--- config.mk ---
export PLATFORM = sky130hd
export DESIGN_NAME = ssr_status_readback
export DESIGN_NICKNAME = d
export VERILOG_FILES = /design/src/include/ssr_pkg.sv /design/src/verilog/ssr_status_readback.sv
export SDC_FILE = /design/constraint.sdc
export NUM_CORES = 1
export LEC_CHECK = 0
export ABC_AREA = 1
export ABC_CLOCK_PERIOD_IN_PS = 2200
export BUFFER_PORTS_ARGS = -buffer_cell sky130_fd_sc_hd__buf_2
export CORE_AREA = 2 2 114 116
export DETAILED_ROUTE_END_ITERATION = 8
export DIE_AREA = 0 0 116 118
export PLACE_DENSITY_LB_ADDON = 0.3
export SKIP_CTS_REPAIR_TIMING = 1
export SLEW_MARGIN = 10
export SYNTH_ARGS = -nofsm -noshare
export SYNTH_HDL_FRONTEND = slang
export SYNTH_SLANG_ARGS = --single-unit
--- constraint.sdc ---
create_clock -name core_clk -period 2.2 [get_ports core_clk]
set_input_delay 0 -clock core_clk [delete_from_list [all_inputs] [get_ports core_clk]]
set_output_delay 0 -clock core_clk [all_outputs]
set_load 0.05 [all_outputs]
--- src/include/ssr_pkg.sv ---
// shared constants and types for the serial status readback block
package ssr_pkg;

    // ------------------------------------------------------------
    // message geometry
    // ------------------------------------------------------------
    localparam int          SSR_WORD_W      = 16;
    localparam int          SSR_CNT_W       = 4;
    localparam int          SSR_WD_BIT      = 15;
    localparam int          SSR_UV_BIT      = 14;
    localparam int          SSR_OV_BIT      = 13;
    localparam int          SSR_ADDR_HI     = 12;
    localparam int          SSR_ADDR_LO     = 8;
    localparam int          SSR_SUM_HI      = 7;
    localparam int          SSR_SUM_LO      = 4;
    localparam int          SSR_SEL_HI      = 4;
    localparam int          SSR_SEL_LO      = 0;

    // ------------------------------------------------------------
    // register addresses (five-bit address field of a message)
    // ------------------------------------------------------------
    localparam logic [4:0]  SSR_A_SELECT    = 5'h00;
    localparam logic [4:0]  SSR_A_ON_CMD    = 5'h01;
    localparam logic [4:0]  SSR_A_SUPPLY    = 5'h05;
    localparam logic [4:0]  SSR_A_FAILSAFE  = 5'h06;
    localparam logic [4:0]  SSR_A_SENSE     = 5'h09;
    localparam logic [4:0]  SSR_A_WATCHDOG  = 5'h0D;
    localparam logic [4:0]  SSR_A_INPUTS    = 5'h0E;
    localparam logic [4:0]  SSR_A_OT_HIGH   = 5'h0F;

    // low three address bits of the per-output registers
    localparam logic [2:0]  SSR_C_FAULT     = 3'h0;
    localparam logic [2:0]  SSR_C_LEVEL     = 3'h2;
    localparam logic [2:0]  SSR_C_TIMING    = 3'h3;
    localparam logic [2:0]  SSR_C_DIRECT    = 3'h4;

    // ------------------------------------------------------------
    // reset values
    // ------------------------------------------------------------
    localparam logic [3:0]  SSR_RST_NIB     = 4'h0;
    localparam logic [15:0] SSR_RST_WORD    = 16'h0000;
    localparam logic [4:0]  SSR_RST_SEL     = 5'h00;
    localparam logic [3:0]  SSR_RST_CNT     = 4'h0;

    // ------------------------------------------------------------
    // link state
    // ------------------------------------------------------------
    typedef enum logic [1:0] {
        SSR_IDLE  = 2'b01,
        SSR_FRAME = 2'b10
    } ssr_link_t;

endpackage : ssr_pkg

--- src/verilog/ssr_status_readback.sv ---
// serial status readback side of the 16-bit command/status link
`timescale 1ns/1ps
// Behaviour
// - chip select low loads, then MSB-first shift
// - bits past sixteen echo received bits
// - accept only nonzero multiples of sixteen bits
// - release tri-states output, fault capture resumes
// - invalid message leaves settings and selection untouched
// - readback selection persists until next select
// - upper select bits choose reported output
// - top bit echoes previous watchdog toggle
// - bits 14,13 report undervoltage, overvoltage
// - bits 12..8 echo readback select address
// - bits 7..4 carry per-output fault summaries
// - code 000 returns selected output fault flags
// - address 00001 returns software on bits
// - address 01001 returns sense enable bits
// - code 010 returns trip level settings
// - code 011 returns disable and blanking settings
// - code 100 returns direct input settings
// - address 00101 returns supply fault settings
// - fault pin shows faults, latched until off
// - output select 00..11 maps outputs 0..3
module ssr_status_readback
    import ssr_pkg::*;
(
    input  wire logic        core_clk,
    input  wire logic        nrst,
    // serial link pins and fault indicator pin
    input  wire logic        chipSelN,
    input  wire logic        spiClk,
    input  wire logic        serialIn,
    output logic             serialOut,
    output logic             serialOutOeN,
    output logic             faultIndicatorN,
    // status from the rest of the chip (core_clk domain)
    input  wire logic [15:0] outputFaultFlags,
    input  wire logic        undervoltageFlag,
    input  wire logic        overvoltageFlag,
    input  wire logic        watchdogExpired,
    input  wire logic        watchdogActive,
    input  wire logic [1:0]  fallbackOutputState,
    // device pins read back
    input  wire logic        wakePin,
    input  wire logic [3:0]  directInPins,
    // accepted message and stored settings
    output logic             wordStrobe,
    output logic [15:0]      wordData,
    output logic             watchdogToggleEcho,
    output logic [3:0]       softwareOnBits,
    output logic [3:0]       supplyFaultConfig,
    output logic [3:0]       senseEnableLow,
    output logic [15:0]      overcurrentLevelConfig,
    output logic [15:0]      overcurrentTimingConfig,
    output logic [15:0]      directInputConfig,
    output logic [3:0]       watchdogConfig
);

    // ------------------------------------------------------------
    // helpers
    // ------------------------------------------------------------

    // one nibble out of a packed set of four
    function automatic logic [3:0] pickNibble(input logic [15:0] v, input logic [1:0] s);
        logic [3:0] r;
        r = 4'h0;
        case (s)
            2'b00:   r = v[3:0];
            2'b01:   r = v[7:4];
            2'b10:   r = v[11:8];
            2'b11:   r = v[15:12];
            default: r = 4'h0;
        endcase
        return r;
    endfunction : pickNibble

    // replace one nibble of a packed set of four
    function automatic logic [15:0] putNibble(input logic [15:0] v, input logic [1:0] s,
                                              input logic [3:0] n);
        logic [15:0] r;
        r = v;
        case (s)
            2'b00:   r[3:0]   = n;
            2'b01:   r[7:4]   = n;
            2'b10:   r[11:8]  = n;
            2'b11:   r[15:12] = n;
            default: r = v;
        endcase
        return r;
    endfunction : putNibble

    // ------------------------------------------------------------
    // pin synchronisers
    // ------------------------------------------------------------
    logic [2:0] csSync_r;
    logic [2:0] sckSync_r;
    logic [1:0] siSync_r;
    logic [1:0] wakeSync_r;
    logic [3:0] dinMeta_r;
    logic [3:0] dinSync_r;
    logic [3:0] dinPrev_r;

    // two flops per pin, third stage only for edge finding
    always_ff @(posedge core_clk or negedge nrst) begin
        if (!nrst) begin
            csSync_r   <= 3'h7;
            sckSync_r  <= 3'h0;
            siSync_r   <= 2'h0;
            wakeSync_r <= 2'h0;
            dinMeta_r  <= 4'h0;
            dinSync_r  <= 4'h0;
            dinPrev_r  <= 4'h0;
        end else begin
            csSync_r   <= {csSync_r[1:0], chipSelN};
            sckSync_r  <= {sckSync_r[1:0], spiClk};
            siSync_r   <= {siSync_r[0], serialIn};
            wakeSync_r <= {wakeSync_r[0], wakePin};
            dinMeta_r  <= directInPins;
            dinSync_r  <= dinMeta_r;
            dinPrev_r  <= dinSync_r;
        end
    end

    logic csFall;
    logic csRise;
    logic sckRise;
    logic sckFall;
    logic siBit;
    logic wakeLvl;
    logic [3:0] dinFall;

    // edge detection on the second and third stages
    assign csFall  = csSync_r[2] & ~csSync_r[1];
    assign csRise  = ~csSync_r[2] & csSync_r[1];
    assign sckRise = ~sckSync_r[2] & sckSync_r[1];
    assign sckFall = sckSync_r[2] & ~sckSync_r[1];
    assign siBit   = siSync_r[1];
    assign wakeLvl = wakeSync_r[1];
    assign dinFall = dinPrev_r & ~dinSync_r;

    // ------------------------------------------------------------
    // link state
    // ------------------------------------------------------------
    ssr_link_t linkState_r;
    ssr_link_t linkState_nxt;

    // frame opens on select fall, closes on select rise
    always_comb begin
        linkState_nxt = linkState_r;
        case (linkState_r)
            SSR_IDLE:  if (csFall) linkState_nxt = SSR_FRAME;
            SSR_FRAME: if (csRise) linkState_nxt = SSR_IDLE;
            default:   linkState_nxt = SSR_IDLE;
        endcase
    end

    always_ff @(posedge core_clk or negedge nrst) begin
        if (!nrst) begin
            linkState_r <= SSR_IDLE;
        end else begin
            linkState_r <= linkState_nxt;
        end
    end

    logic inFrame;
    logic frameEnd;
    logic frameStart;
    assign inFrame    = (linkState_r == SSR_FRAME);
    assign frameStart = (linkState_r == SSR_IDLE) && csFall;
    assign frameEnd   = inFrame && csRise;

    // ------------------------------------------------------------
    // bit counting and length check
    // ------------------------------------------------------------
    logic [3:0] bitCnt_r;
    logic       gotBits_r;
    logic       lenValid;

    // count modulo sixteen, remember that any bit arrived
    always_ff @(posedge core_clk or negedge nrst) begin
        if (!nrst) begin
            bitCnt_r  <= SSR_RST_CNT;
            gotBits_r <= 1'b0;
        end else if (frameStart) begin
            bitCnt_r  <= SSR_RST_CNT;
            gotBits_r <= 1'b0;
        end else if (inFrame && sckRise) begin
            bitCnt_r  <= bitCnt_r + 4'h1;
            gotBits_r <= 1'b1;
        end
    end

    assign lenValid = gotBits_r && (bitCnt_r == SSR_RST_CNT);

    logic accept;
    assign accept = frameEnd && lenValid;

    // ------------------------------------------------------------
    // stored readback selection and watchdog echo
    // ------------------------------------------------------------
    logic [15:0] shiftReg_r;
    logic [4:0]  readSel_r;
    logic        wdEcho_r;
    logic        firstWord_r;
    logic [4:0]  msgAddr;
    logic [3:0]  msgData;
    logic [1:0]  msgOut;

    assign msgAddr = shiftReg_r[SSR_ADDR_HI:SSR_ADDR_LO];
    assign msgData = shiftReg_r[3:0];
    assign msgOut  = shiftReg_r[SSR_ADDR_HI:SSR_ADDR_HI-1];

    // selection kept until the next select write
    always_ff @(posedge core_clk or negedge nrst) begin
        if (!nrst) begin
            readSel_r <= SSR_RST_SEL;
            wdEcho_r  <= 1'b0;
        end else if (accept) begin
            // keep toggle bit of last word
            wdEcho_r <= shiftReg_r[SSR_WD_BIT];
            if (msgAddr == SSR_A_SELECT) begin
                readSel_r <= shiftReg_r[SSR_SEL_HI:SSR_SEL_LO];
            end
        end
    end

    // all-zero status in the first frame after reset
    always_ff @(posedge core_clk or negedge nrst) begin
        if (!nrst) begin
            firstWord_r <= 1'b1;
        end else if (frameStart) begin
            firstWord_r <= 1'b0;
        end
    end

    // ------------------------------------------------------------
    // programmable settings written by accepted messages
    // ------------------------------------------------------------
    // latch data into addressed register
    always_ff @(posedge core_clk or negedge nrst) begin
        if (!nrst) begin
            softwareOnBits          <= SSR_RST_NIB;
            supplyFaultConfig       <= SSR_RST_NIB;
            senseEnableLow          <= SSR_RST_NIB;
            watchdogConfig          <= SSR_RST_NIB;
            overcurrentLevelConfig  <= SSR_RST_WORD;
            overcurrentTimingConfig <= SSR_RST_WORD;
            directInputConfig       <= SSR_RST_WORD;
        end else if (accept) begin
            case (msgAddr)
                SSR_A_ON_CMD:   softwareOnBits    <= msgData;
                SSR_A_SUPPLY:   supplyFaultConfig <= msgData;
                SSR_A_SENSE:    senseEnableLow    <= msgData;
                SSR_A_WATCHDOG: watchdogConfig    <= msgData;
                default: begin
                    // per-output write steered by top bits
                    case (msgAddr[2:0])
                        SSR_C_LEVEL: overcurrentLevelConfig <=
                            putNibble(overcurrentLevelConfig, msgOut, msgData);
                        SSR_C_TIMING: overcurrentTimingConfig <=
                            putNibble(overcurrentTimingConfig, msgOut, msgData);
                        SSR_C_DIRECT: directInputConfig <=
                            putNibble(directInputConfig, msgOut, msgData);
                        default: ;
                    endcase
                end
            endcase
        end
    end

    // accepted word handed on as a one-cycle strobe
    always_ff @(posedge core_clk or negedge nrst) begin
        if (!nrst) begin
            wordStrobe         <= 1'b0;
            wordData           <= SSR_RST_WORD;
            watchdogToggleEcho <= 1'b0;
        end else begin
            wordStrobe <= accept;
            if (accept) begin
                wordData           <= shiftReg_r;
                watchdogToggleEcho <= shiftReg_r[SSR_WD_BIT];
            end
        end
    end

    // ------------------------------------------------------------
    // fault capture, supply flags
    // ------------------------------------------------------------
    logic [15:0] faultHold_r;
    logic        uvSeen_r;
    logic        ovSeen_r;

    // fault status follows chip only between frames
    always_ff @(posedge core_clk or negedge nrst) begin
        if (!nrst) begin
            faultHold_r <= SSR_RST_WORD;
        end else if (!inFrame && !csFall) begin
            faultHold_r <= outputFaultFlags;
        end
    end

    // sticky supply flags, cleared at every frame start; set wins
    always_ff @(posedge core_clk or negedge nrst) begin
        if (!nrst) begin
            uvSeen_r <= 1'b0;
            ovSeen_r <= 1'b0;
        end else begin
            uvSeen_r <= undervoltageFlag | (uvSeen_r & ~frameStart);
            ovSeen_r <= overvoltageFlag | (ovSeen_r & ~frameStart);
        end
    end

    // ------------------------------------------------------------
    // status word assembly
    // ------------------------------------------------------------
    logic [3:0]  faultSum;
    logic [3:0]  lowNib;
    logic [15:0] statusWord;

    always_comb begin
        for (int i = 0; i < 4; i++) begin
            faultSum[i] = |faultHold_r[4*i +: 4];
        end
    end

    // low nibble chosen by the stored selection
    always_comb begin
        lowNib = 4'h0;
        case (readSel_r)
            SSR_A_ON_CMD:   lowNib = softwareOnBits;
            SSR_A_SENSE:    lowNib = senseEnableLow;
            SSR_A_SUPPLY:   lowNib = supplyFaultConfig;
            SSR_A_WATCHDOG: lowNib = {1'b0, watchdogExpired, watchdogConfig[1:0]};
            SSR_A_INPUTS:   lowNib = dinSync_r;
            SSR_A_FAILSAFE: lowNib = {fallbackOutputState, watchdogActive, wakeLvl};
            SSR_A_OT_HIGH:  lowNib = {watchdogConfig[3:2], 2'b00};
            default: begin
                // upper select bits pick the output
                case (readSel_r[2:0])
                    SSR_C_FAULT:  lowNib = pickNibble(faultHold_r, readSel_r[4:3]);
                    SSR_C_LEVEL:  lowNib = pickNibble(overcurrentLevelConfig, readSel_r[4:3]);
                    SSR_C_TIMING: lowNib = pickNibble(overcurrentTimingConfig, readSel_r[4:3]);
                    SSR_C_DIRECT: lowNib = pickNibble(directInputConfig, readSel_r[4:3]);
                    default:      lowNib = 4'h0;
                endcase
            end
        endcase
    end

    assign statusWord = {wdEcho_r, uvSeen_r, ovSeen_r, readSel_r, faultSum, lowNib};

    // ------------------------------------------------------------
    // shift register and serial output
    // ------------------------------------------------------------
    // load on select fall, shift on clock rise
    // received bits enter low end, emerge after sixteen
    always_ff @(posedge core_clk or negedge nrst) begin
        if (!nrst) begin
            shiftReg_r <= SSR_RST_WORD;
        end else if (frameStart) begin
            shiftReg_r <= firstWord_r ? SSR_RST_WORD : statusWord;
        end else if (inFrame && sckRise) begin
            shiftReg_r <= {shiftReg_r[14:0], siBit};
        end
    end

    // output bit changes on falling clock, driven only in frame
    always_ff @(posedge core_clk or negedge nrst) begin
        if (!nrst) begin
            serialOut    <= 1'b0;
            serialOutOeN <= 1'b1;
        end else if (frameStart) begin
            serialOut    <= firstWord_r ? 1'b0 : statusWord[SSR_WORD_W-1];
            serialOutOeN <= 1'b0;
        end else if (frameEnd) begin
            // release the output at frame end
            serialOutOeN <= 1'b1;
        end else if (inFrame && sckFall) begin
            serialOut <= shiftReg_r[SSR_WORD_W-1];
        end
    end

    // ------------------------------------------------------------
    // fault indicator pin
    // ------------------------------------------------------------
    logic [3:0] faultLatch_r;
    logic [3:0] offCmd;

    // switch-off by accepted on-command write or falling input pin
    always_comb begin
        offCmd = dinFall;
        if (accept && (msgAddr == SSR_A_ON_CMD)) begin
            offCmd = offCmd | ~msgData;
        end
    end

    // latched per output until switched off, set wins
    always_ff @(posedge core_clk or negedge nrst) begin
        if (!nrst) begin
            faultLatch_r <= 4'h0;
        end else begin
            for (int i = 0; i < 4; i++) begin
                faultLatch_r[i] <= (|outputFaultFlags[4*i +: 4]) |
                                   (faultLatch_r[i] & ~offCmd[i]);
            end
        end
    end

    // pin low while any fault is present or latched
    always_ff @(posedge core_clk or negedge nrst) begin
        if (!nrst) begin
            faultIndicatorN <= 1'b1;
        end else begin
            faultIndicatorN <= ~((|outputFaultFlags) | (|faultLatch_r));
        end
    end

endmodule : ssr_status_readback

==> summary.md, run 1 <==
| Metric | Value |
|---|---|
| TritonCTS clock tree | `done` |
| CP Capture Type | `flop` |
| CP max FO | `8` |
| Setup ws final | `0.1669 ns` |
| Outcome | `complete, no violations` |
| Critical Path Max Stage Delay | `0.56 ns` |
| Fillers | `981` |
| Layout Skew | `0.008963 ns` |
| Max H-tree Level | `4` |
| Clk_lat worst skew | `0.43 ns` |
| Die ar. | `around 14000 um2` |
| Tot Pwr | `about 6.9 mW` |
| RSZ-0062 raised after global routing | `no` |
| DRT Pass-1 Iters | `6` |
| Area Growth Syn to Fin | `25.35%` |
| Worst Path Arrival | `approximately 2.3 ns` |
| Drt drc | `0` |
| Critical Path Source Type | `flop` |
| Sum Neg Setup Slack | `0 ns` |
| Core Box Area | `12410 um2` |
| Total gr overflow | `0` |
| CTS Sinks | `157` |
| Most common cell after layout, fill and taps aside | `nand2_1` |
| IO Port Bufs | `116` |
| Gate Count Post-Synth | `779` |
| First-pass GRT wire length | `29390 um` |
| Clock Tree Buf Depth | `2` |
| Pre-CTS WS | `0.2003 ns` |
| Final hold violation count | `0` |
| # IOs | `117` |
| Buffers & Inverters on Critical Path | `1` |
| GR Util All Layers | `0.2781` |
| Slew HR | `0.4905` |
| Vias post-DR | `approximately 6300` |
| Tcrit/Tclk final | `0.9241` |
| Fin nets | `967` |
| Seq/Total Area, Yosys | `0.5799` |
| R2r setup slk | `0.17 ns` |
| Yosys reg bits | `157` |
| Vias in the first global route | `between 5000 and 6000` |
| Most frequent cells in the layout | `206 x nand2_1, 150 x dfrtp_1, 133 x o21ai_0` |
| Share of flip-flops with an asynchronous set or reset | `1.000` |
| Crit path cell chain | `inv_1, nor3_2, nand2_2, nor4_4, nand3_1, nand2_1, o21ai_0` |
| Yosys warns | `0` |
| Hold_ws | `roughly 0.12 ns` |
| Die Wd | `116 um` |
| DR WL/cell | `16.79 um` |
| Root Driver | `clkbuf_16` |
| Via density | `between 5 and 6` |
| Slowest cell on crit path | `dfstp_2` |
| Number of synthesized flops with an enable pin | `0` |
| Die height | `118 um` |
| Max_cap viols | `0` |
| Clk slew on worst S/H paths | `0.06 ns` |
| Mean post-synth cell area | `8.717 um2` |
| Largest net degree at the start of global routing | `74` |
| Final HPWL DP | `between 10000 and 15000 um` |
| Critical Path RT | `roughly 2.5 ns` |
| Antenna cells | `0` |
| Min-Delay Path Class | `primary input to flop` |
| Share of layout cells above drive strength 1 | `0.1987` |
| Worst-margin pin slew | `0.7614 ns` |
| Site row count | `41` |
| Cts bufs inserted | `17` |
| Max VDD drop | `between 0.5 and 0.6 mV` |
| Max-slew violation count | `0` |
| Ys flop type | `dfrtp_1` |
| Critical path's top delay family | `simple AND/OR/NAND/NOR gates` |
| LEAKAGE | `4.231 nW` |
| Placer Congestion | `0.9781` |
| Starting Density | `0.5470` |
| Crit path time final | `2.033 ns` |
| Syn_nets | `813` |
| PD cells | `815.5 nW/um2` |
| Detail Route Antenna Nets | `0` |
| Crit Path Class | `flop to flop` |
| Final setup vio count | `0` |
| Post-Syn Area | `between 6000 and 7000 um2` |
| Total wire length | `18770 um` |
| Initial DRC Count | `633` |
| Max Fclk | `491.9 MHz` |
| Initial antenna violation count | `0` |
| Synth cell types | `31` |
-- registers in the layout (all words and copies together), names as in the netlist, 2 cells and up --
register / flops
bitCnt_r: 4
senseEnableLow: 4
shiftReg_r: 16
faultLatch_r: 4
sckSync_r: 3
overcurrentTimingConfig: 16
linkState_r: 2
dinPrev_r: 4
faultHold_r: 16
wordData: 16
dinSync_r: 4
readSel_r: 5
softwareOnBits: 4
csSync_r: 3
supplyFaultConfig: 4
wakeSync_r: 2
directInputConfig: 16
watchdogConfig: 4
dinMeta_r: 4
overcurrentLevelConfig: 16
siSync_r: 2
-- cell usage after synthesis (3+ instances only) --
cell / number / area (um2)
nand4_1: 19 / 118.9
dfstp_2: 7 / 183.9
nand2_1: 206 / 773.2
nor4_1: 8 / 50.05
inv_1: 59 / 221.5
o21ai_0: 133 / 665.6
o21bai_1: 5 / 37.54
buf_2: 10 / 50.05
nor3_1: 3 / 15.01
mux2_2: 5 / 56.30
nor2_1: 61 / 229.0
clkbuf_1: 17 / 63.81
a21oi_1: 23 / 115.1
dfrtp_1: 150 / 3754
o22ai_1: 7 / 43.79
nand3_1: 43 / 215.2
-- worst min-delay path: cells and delay by family --
kind	cells	cell delay, ns
simple gates	5	0.28
buf+inv	1	0.10
compound gates	1	0.12
-- report_power, final --
group | leakage, nW | internal, mW | switching (mW)
Clock | 0.278 | 1.75 | 1.16
Sequential | 2.03 | 3.06 | 0.151
Combinational | 1.92 | 0.234 | 0.579
Total | 4.23 | 5.05 | 1.89
-- kinds of logic (layout without fill, tap and decap cells) --
kind of cell             count (synthesis)  count (layout)  synth area share
adder cells (fa/ha/maj)                  2               2          0.003685
flip-flops                             157             157            0.5799
buffers and inverters                   90             257           0.05215
multiplexers                             5               5          0.008291
AO/OA/AOI/OAI                          175             175            0.1353
AND/OR/NAND/NOR                        350             350            0.2207
-- per-stage QoR --
| step | std cells | area (um2) | util |
|---|---|---|---|
| after floorplan | 779 | 6790 | - |
| after global placement | 1056 | 7624 | 0.6141 |
| after detailed placement | 1056 | 7624 | 0.6141 |
| after CTS | 1088 | 8212 | 0.6615 |
| after global routing | 1118 | 8512 | 0.6856 |
| final | 1118 | 8512 | 0.6856 |
-- cell type report --
cell class | instances | area, um2 | area share
clock inverter | 10 | 113.9 | 0.01338
sequential | 157 | 3938 | 0.4626
multi-input combinational | 532 | 2499 | 0.2935
inverter | 62 | 232.7 | 0.02734
clock buffer | 22 | 474.2 | 0.05571
timing repair buffer | 163 | 1040 | 0.1222
tap | 172 | 215.2 | 0.02528
-- per-layer routing --
layer / wire, um / global-route usage / share of wire
met5: 0 / 0 / 0
met3: 1218 / 0.07106 / 0.065
met2: 8935 / 0.4167 / 0.48
met1: 8113 / 0.3918 / 0.43
met4: 505 / 0.1034 / 0.027
-- path summary, 6_finish.rpt --
check	depth (start not counted)	endpoint	from
max in group asynchronous	3	overcurrentLevelConfig[10]	nrst
min in group asynchronous	3	overcurrentLevelConfig[3]	nrst
worst max register to register	7	overcurrentLevelConfig[8]	csSync_r[1]
worst min register to register	0	dinSync_r[2]	dinMeta_r[2]
worst max-delay path	7	overcurrentLevelConfig[8]	csSync_r[1]
worst min-delay path	7	shiftReg_r[2]	fallbackOutputState[0]
Power figures use the tool's default switching activity.
==> run 2, diff against run 1 <==
--- a/config.mk
+++ b/config.mk
@@ -6,7 +6,7 @@
 export NUM_CORES = 1
 export LEC_CHECK = 0
 export ABC_AREA = 1
-export ABC_CLOCK_PERIOD_IN_PS = 2200
+export ABC_CLOCK_PERIOD_IN_PS = 1900
 export BUFFER_PORTS_ARGS = -buffer_cell sky130_fd_sc_hd__buf_2
 export CORE_AREA = 2 2 114 116
 export DETAILED_ROUTE_END_ITERATION = 8
==> constraint.sdc (replaced) <==
create_clock -name core_clk -period 1.9 [get_ports core_clk]
set_input_delay 0 -clock core_clk [delete_from_list [all_inputs] [get_ports core_clk]]
set_output_delay 0 -clock core_clk [all_outputs]
set_load 0.05 [all_outputs]
==> summary.md, run 2 (synthesized netlist as in run 1, its figures left out) <==
| Metric | Value |
|---|---|
| Placer Congestion | `0.9458 (was 0.9781)` |
| Critical Path RT | `2.18 ns (was 2.47 ns)` |
| Reg2Reg Capture Point | `overcurrentLevelConfig[10] (was overcurrentLevelConfig[8])` |
| Vias in the first global route | `5752 (was 5736)` |
| Crit Path Class | `flop to flop (unchanged)` |
| Total gr overflow | `0 (unchanged)` |
| Final setup vio count | `1 (was 0)` |
| Tcrit/Tclk final | `1.002 (was 0.9241)` |
| Clk slew on worst S/H paths | `0.06 ns (about the same)` |
| Worst-margin pin slew | `0.7106 ns (was 0.7614 ns)` |
| CP max FO | `8 (unchanged)` |
| Outcome | `finished with violations (was complete, no violations)` |
| CP endpoint | `overcurrentLevelConfig[10] (was overcurrentLevelConfig[8])` |
| Comb pwr share | `0.136 (was 0.117)` |
| Min-delay src | `watchdogExpired (was fallbackOutputState[0])` |
| Core Box Area | `12410 um2 (unchanged)` |
| Clock Tree Buf Depth | `2 (unchanged)` |
| Layout Skew | `0.008547 ns (was 0.008963 ns)` |
| Most frequent cells in the layout | `201 x nand2_1, 149 x dfrtp_1, 131 x o21ai_0 (was 206 x nand2_1, 150 x dfrtp_1, 133 x o21ai_0)` |
| Max Fclk | `525.3 MHz (was 491.9 MHz)` |
| Clk_lat worst skew | `0.43 ns (about the same)` |
| Max VDD drop | `0.7006 mV (was 0.5789 mV)` |
| Crit path time final | `1.904 ns (was 2.033 ns)` |
| Setup ws final | `-0.003538 ns (was 0.1669 ns)` |
| Switching portion of total power | `0.2882 (was 0.2727)` |
| First-pass GRT wire length | `29550 um (was 29390 um)` |
| Slew HR | `0.5257 (was 0.4905)` |
| Sum Neg Setup Slack | `-0.003538 ns (was 0 ns)` |
| TritonCTS clock tree | `done (unchanged)` |
| CP Capture Type | `flop (unchanged)` |
| Vias post-DR | `6356 (was 6257)` |
| Largest net degree at the start of global routing | `62 (was 74)` |
| Reg2reg start | `csSync_r[1] (unchanged)` |
| CTS Sinks | `157 (unchanged)` |
| Site row count | `41 (unchanged)` |
| Initial DRC Count | `709 (was 633)` |
| Fin nets | `994 (was 967)` |
| DR WL/cell | `16.98 um (was 16.79 um)` |
| Final HPWL DP | `13060 um (was 12770 um)` |
| Crit. Startpoint | `csSync_r[1] (unchanged)` |
| Max_cap viols | `0 (unchanged)` |
| Clk pwr share | `0.394 (was 0.420)` |
| # IOs | `117 (unchanged)` |
| Worst reg2reg path depth | `8 (was 7)` |
| LEAKAGE | `4.413 nW (was 4.231 nW)` |
| Worst Path Arrival | `2.18 ns (was 2.30 ns)` |
| Share of power burned in registers | `0.470 (was 0.463)` |
| Antenna cells | `0 (unchanged)` |
| Area Growth Syn to Fin | `30.39% (was 25.35%)` |
| Critical Path Source Type | `flop (unchanged)` |
| Detail Route Antenna Nets | `0 (unchanged)` |
| Starting Density | `0.5470 (unchanged)` |
| Most common cell after layout, fill and taps aside | `nand2_1 (unchanged)` |
| GR Util All Layers | `0.2787 (was 0.2781)` |
| Die height | `118 um (unchanged)` |
| Min-Delay Path Class | `primary input to flop (unchanged)` |
| Pre-CTS WS | `-0.01936 ns (was 0.2003 ns)` |
| R2r setup slk | `-0.004 ns (was 0.17 ns)` |
| Total wire length | `19440 um (was 18770 um)` |
| Cts bufs inserted | `17 (unchanged)` |
| Initial antenna violation count | `0 (unchanged)` |
| PD cells | `900.4 nW/um2 (was 815.5 nW/um2)` |
| RSZ-0062 raised after global routing | `yes (was no)` |
| DRT Pass-1 Iters | `5 (was 6)` |
| Die ar. | `13690 um2 (unchanged)` |
| Via density | `5.551 (was 5.597)` |
| Share of layout cells above drive strength 1 | `0.2467 (was 0.1987)` |
| Max H-tree Level | `4 (unchanged)` |
| IO Port Bufs | `116 (unchanged)` |
| Die Wd | `116 um (unchanged)` |
| Max-slew violation count | `0 (unchanged)` |
| Final hold violation count | `0 (unchanged)` |
| Internal | `5.674 mW (was 5.048 mW)` |
| Root Driver | `clkbuf_16 (unchanged)` |
| Failing checks | `negative setup slack` |
| Drt drc | `0 (unchanged)` |
| Switching pwr | `2.298 mW (was 1.893 mW)` |
run 2: per-layer routing:
metal | GRT usage | wire, um | vias to the layer above
met5 | 0 | 0 | -
met4 | 0.1176 | 629 | 0
met3 | 0.04892 | 1478 | 51
met2 | 0.4178 | 9306 | 317
met1 | 0.4007 | 8027 | 3045
li1 | - | - | 2943
run 2: cell type report:
cell class | instances | area [um2]
clock buffers | 22 | 484.2
flip-flops and latches | 157 | 3939
inverters | 62 | 232.7
fillers | 976 | 3561
multi-input cells | 532 | 2654
well taps | 172 | 215.2
repair buffers | 190 | 1264
clock inverters | 10 | 65.06
run 2: worst min path at each step:
stage | depth (start not counted) | endpoint | slack, ns
5_1_grt | 7 | shiftReg_r[2] | 0.17
6_report | 7 | shiftReg_r[2] | 0.10
3_5_place_dp | 1 | overcurrentLevelConfig[5] | 0.02
3_3_place_gp | 1 | overcurrentLevelConfig[5] | 0.02
2_1_floorplan | 0 | bitCnt_r[0] | -0.30
4_1_cts | 1 | overcurrentTimingConfig[13] | -0.43
run 2: per-stage QoR:
stage / instance area [um2] / power, mW / utilization / hold slack (ns) / instances
6_report: 8853 / 7.972 / 0.7132 / 0.1024 / 1145
5_1_grt: 8853 / 8.255 / 0.7132 / 0.1725 / 1145
4_1_cts: 8343 / 7.823 / 0.6720 / -0.4281 / 1109
3_5_place_dp: 7794 / 4.731 / 0.6278 / 0.01983 / 1077
3_3_place_gp: 7794 / 4.710 / 0.6278 / 0.01994 / 1077
2_1_floorplan: 6790 / 4.266 / - / -0.2956 / 779
run 2: worst max-delay path, cell delays in order, from the launching register on:
cell	delay (ns)
dfstp_2	0.53
inv_1	0.06
nor3_4	0.27
nand2_4	0.14
nor4_4	0.28
buf_6	0.18
nand3_4	0.12
nand2_1	0.10
o21ai_1	0.07
run 2: power by group through the flow:
stage / clock (mW) / combinational (mW) / sequential, mW
detailed placement: 0 / 0.960 / 3.77
finish: 3.14 / 1.08 / 3.75
floorplan: 0 / 0.481 / 3.78
global placement: 0 / 0.945 / 3.76
global route: 3.30 / 1.19 / 3.76
CTS: 3.14 / 0.965 / 3.71
==> run 3, diff against run 2 <==
--- a/config.mk
+++ b/config.mk
@@ -11,7 +11,7 @@
 export CORE_AREA = 2 2 114 116
 export DETAILED_ROUTE_END_ITERATION = 8
 export DIE_AREA = 0 0 116 118
-export PLACE_DENSITY_LB_ADDON = 0.3
+export PLACE_DENSITY_LB_ADDON = 0.12
 export SKIP_CTS_REPAIR_TIMING = 1
 export SLEW_MARGIN = 10
 export SYNTH_ARGS = -nofsm -noshare
==> summary.md, run 3 (synthesized netlist as in run 1, its figures left out) <==
| Metric | Value |
|---|---|
| Clock Tree Buf Depth | `2 (unchanged)` |
| Die height | `118 um (unchanged)` |
| Worst Path Arrival | `2.19 ns (was 2.18 ns)` |
| WL met3 | `1622 um (was 1478 um)` |
| Root Driver | `clkbuf_16 (unchanged)` |
| Max_cap viols | `0 (unchanged)` |
| Starting Density | `0.5470 (unchanged)` |
| Max layer used | `met4 (unchanged)` |
| PD cells | `901.4 nW/um2 (was 900.4 nW/um2)` |
| Outcome | `finished with violations (unchanged)` |
| Max VDD drop | `0.6741 mV (was 0.7006 mV)` |
| Dpl cell area | `7786 um2 (was 7794 um2)` |
| Max Fclk | `521.6 MHz (was 525.3 MHz)` |
| LEAKAGE | `4.362 nW (was 4.413 nW)` |
| Max H-tree Level | `4 (unchanged)` |
| Wl on met1 | `8154 um (was 8027 um)` |
| Most frequent cells in the layout | `201 x nand2_1, 150 x dfrtp_1, 131 x o21ai_0 (was 201 x nand2_1, 149 x dfrtp_1, 131 x o21ai_0)` |
| Final hold violation count | `0 (unchanged)` |
| Die Wd | `116 um (unchanged)` |
| Total wire length | `19760 um (was 19440 um)` |
| Initial DRC Count | `672 (was 709)` |
| # IOs | `117 (unchanged)` |
| Slew HR | `0.5211 (was 0.5257)` |
| DRT Pass-1 Iters | `5 (unchanged)` |
| RSZ-0062 raised after global routing | `yes (unchanged)` |
| IO Port Bufs | `116 (unchanged)` |
| GR Util All Layers | `0.2902 (was 0.2787)` |
| Drt drc | `0 (unchanged)` |
| Most common cell after layout, fill and taps aside | `nand2_1 (unchanged)` |
| Fin nets | `993 (was 994)` |
| Crit Path Class | `flop to flop (unchanged)` |
| Hold_ws | `0.07038 ns (was 0.1024 ns)` |
| Fillers | `957 (was 976)` |
| Core Box Area | `12410 um2 (unchanged)` |
| Initial antenna violation count | `0 (unchanged)` |
| First-pass GRT wire length | `30370 um (was 29550 um)` |
| Site row count | `41 (unchanged)` |
| Final setup vio count | `1 (unchanged)` |
| Cts bufs inserted | `17 (unchanged)` |
| DR WL/cell | `17.27 um (was 16.98 um)` |
| Setup ws final | `-0.01717 ns (was -0.003538 ns)` |
| Area Growth Syn to Fin | `30.18% (was 30.39%)` |
| Final HPWL DP | `13560 um (was 13060 um)` |
| Layout Skew | `0.01109 ns (was 0.008547 ns)` |
| Fin util | `0.7121 (was 0.7132)` |
| Min-Delay Path Class | `primary input to flop (unchanged)` |
| Max-slew violation count | `0 (unchanged)` |
| Antenna cells | `0 (unchanged)` |
| Clk_lat worst skew | `0.43 ns (about the same)` |
| Worst Hold Path Cells | `7 (unchanged)` |
| Largest net degree at the start of global routing | `60 (was 62)` |
| R2r setup slk | `-0.02 ns (was -0.004 ns)` |
| Worst reg2reg path depth | `10 (was 8)` |
| TritonCTS clock tree | `done (unchanged)` |
| Tcrit/Tclk final | `1.009 (was 1.002)` |
| Critical Path Source Type | `flop (unchanged)` |
| Vias post-DR | `6391 (was 6356)` |
| Tot Pwr | `7.968 mW (was 7.972 mW)` |
| Crit path time final | `1.917 ns (was 1.904 ns)` |
| Detail Route Antenna Nets | `0 (unchanged)` |
| Critical Path RT | `2.17 ns (was 2.18 ns)` |
| Worst-margin pin slew | `0.7175 ns (was 0.7106 ns)` |
| Met2 WL | `9443 um (was 9306 um)` |
| Share of layout cells above drive strength 1 | `0.2469 (was 0.2467)` |
| CTS Sinks | `157 (unchanged)` |
| Die ar. | `13690 um2 (unchanged)` |
| Total gr overflow | `0 (unchanged)` |
| Via density | `5.587 (was 5.551)` |
| CP Capture Type | `flop (unchanged)` |
| Vias in the first global route | `5943 (was 5752)` |
| Failing checks | `negative setup slack (unchanged)` |
| Cell area after layout | `8840 um2 (was 8853 um2)` |
| Clk slew on worst S/H paths | `0.06 ns (about the same)` |
| Placer Congestion | `0.9452 (was 0.9458)` |
| CP max FO | `8 (unchanged)` |
-- run 3: cell types whose count changed in the layout (fill, tap and decap cells not counted), sizes merged --
cell,previous run,this run
clkinv,5,7
nand3,43,44
clkinvlp,6,4
buf,161,159
-- run 3: layout make-up --
cell class,instances,area (um2),area share
timing repair buffer,188,1261,0.1427
inverter,62,232.7,0.02633
tap,172,215.2,0.02435
clock inverter,10,67.56,0.007643
sequential,157,3938,0.4454
clock buffer,22,464.2,0.05251
multi-input combinational,533,2661,0.3011
-- run 3: path summary, 6_finish.rpt --
kind	from	end
min in group asynchronous	nrst	overcurrentTimingConfig[4]
worst min-delay path	watchdogExpired	shiftReg_r[2]
worst min register to register	sckSync_r[0]	sckSync_r[1]
worst max register to register	bitCnt_r[1]	overcurrentLevelConfig[2]
worst max-delay path	bitCnt_r[1]	overcurrentLevelConfig[2]
max in group asynchronous	nrst	serialOutOeN
-- run 3: power breakdown --
| part | switching (mW) | total, mW | internal, mW |
|---|---|---|---|
| registers | 0.205 | 3.75 | 3.54 |
| logic | 0.807 | 1.16 | 0.356 |
| clock network | 1.33 | 3.06 | 1.73 |
| total | 2.34 | 7.97 | 5.63 |
-- run 3: critical path, stage by stage (launching register included) --
cell and delay, ns:
dfrtp_1 0.39, inv_1 0.08, ha_1 0.15, nand3_1 0.08
nor2_1 0.14, nand2_2 0.17, nor4_4 0.28, buf_6 0.18
nand2_2 0.11, nand2_1 0.08, o21ai_0 0.09
-- run 3: stage by stage --
step | worst slack [ns] | TNS (ns) | cells
3_3_place_gp | 0.03205 | 0 | 1076
3_5_place_dp | -0.05587 | -0.2919 | 1076
4_1_cts | -0.06586 | -0.5751 | 1108
2_1_floorplan | 0.2486 | 0 | 779
5_1_grt | -0.1133 | -1.896 | 1144
6_report | -0.01717 | -0.01717 | 1144
-- run 3: routing by layer --
metal	vias to the layer above	track usage
met4	0	0.1004
met2	308	0.4474
met1	3088	0.4071
li1	2949	-
met5	-	0
met3	46	0.06437
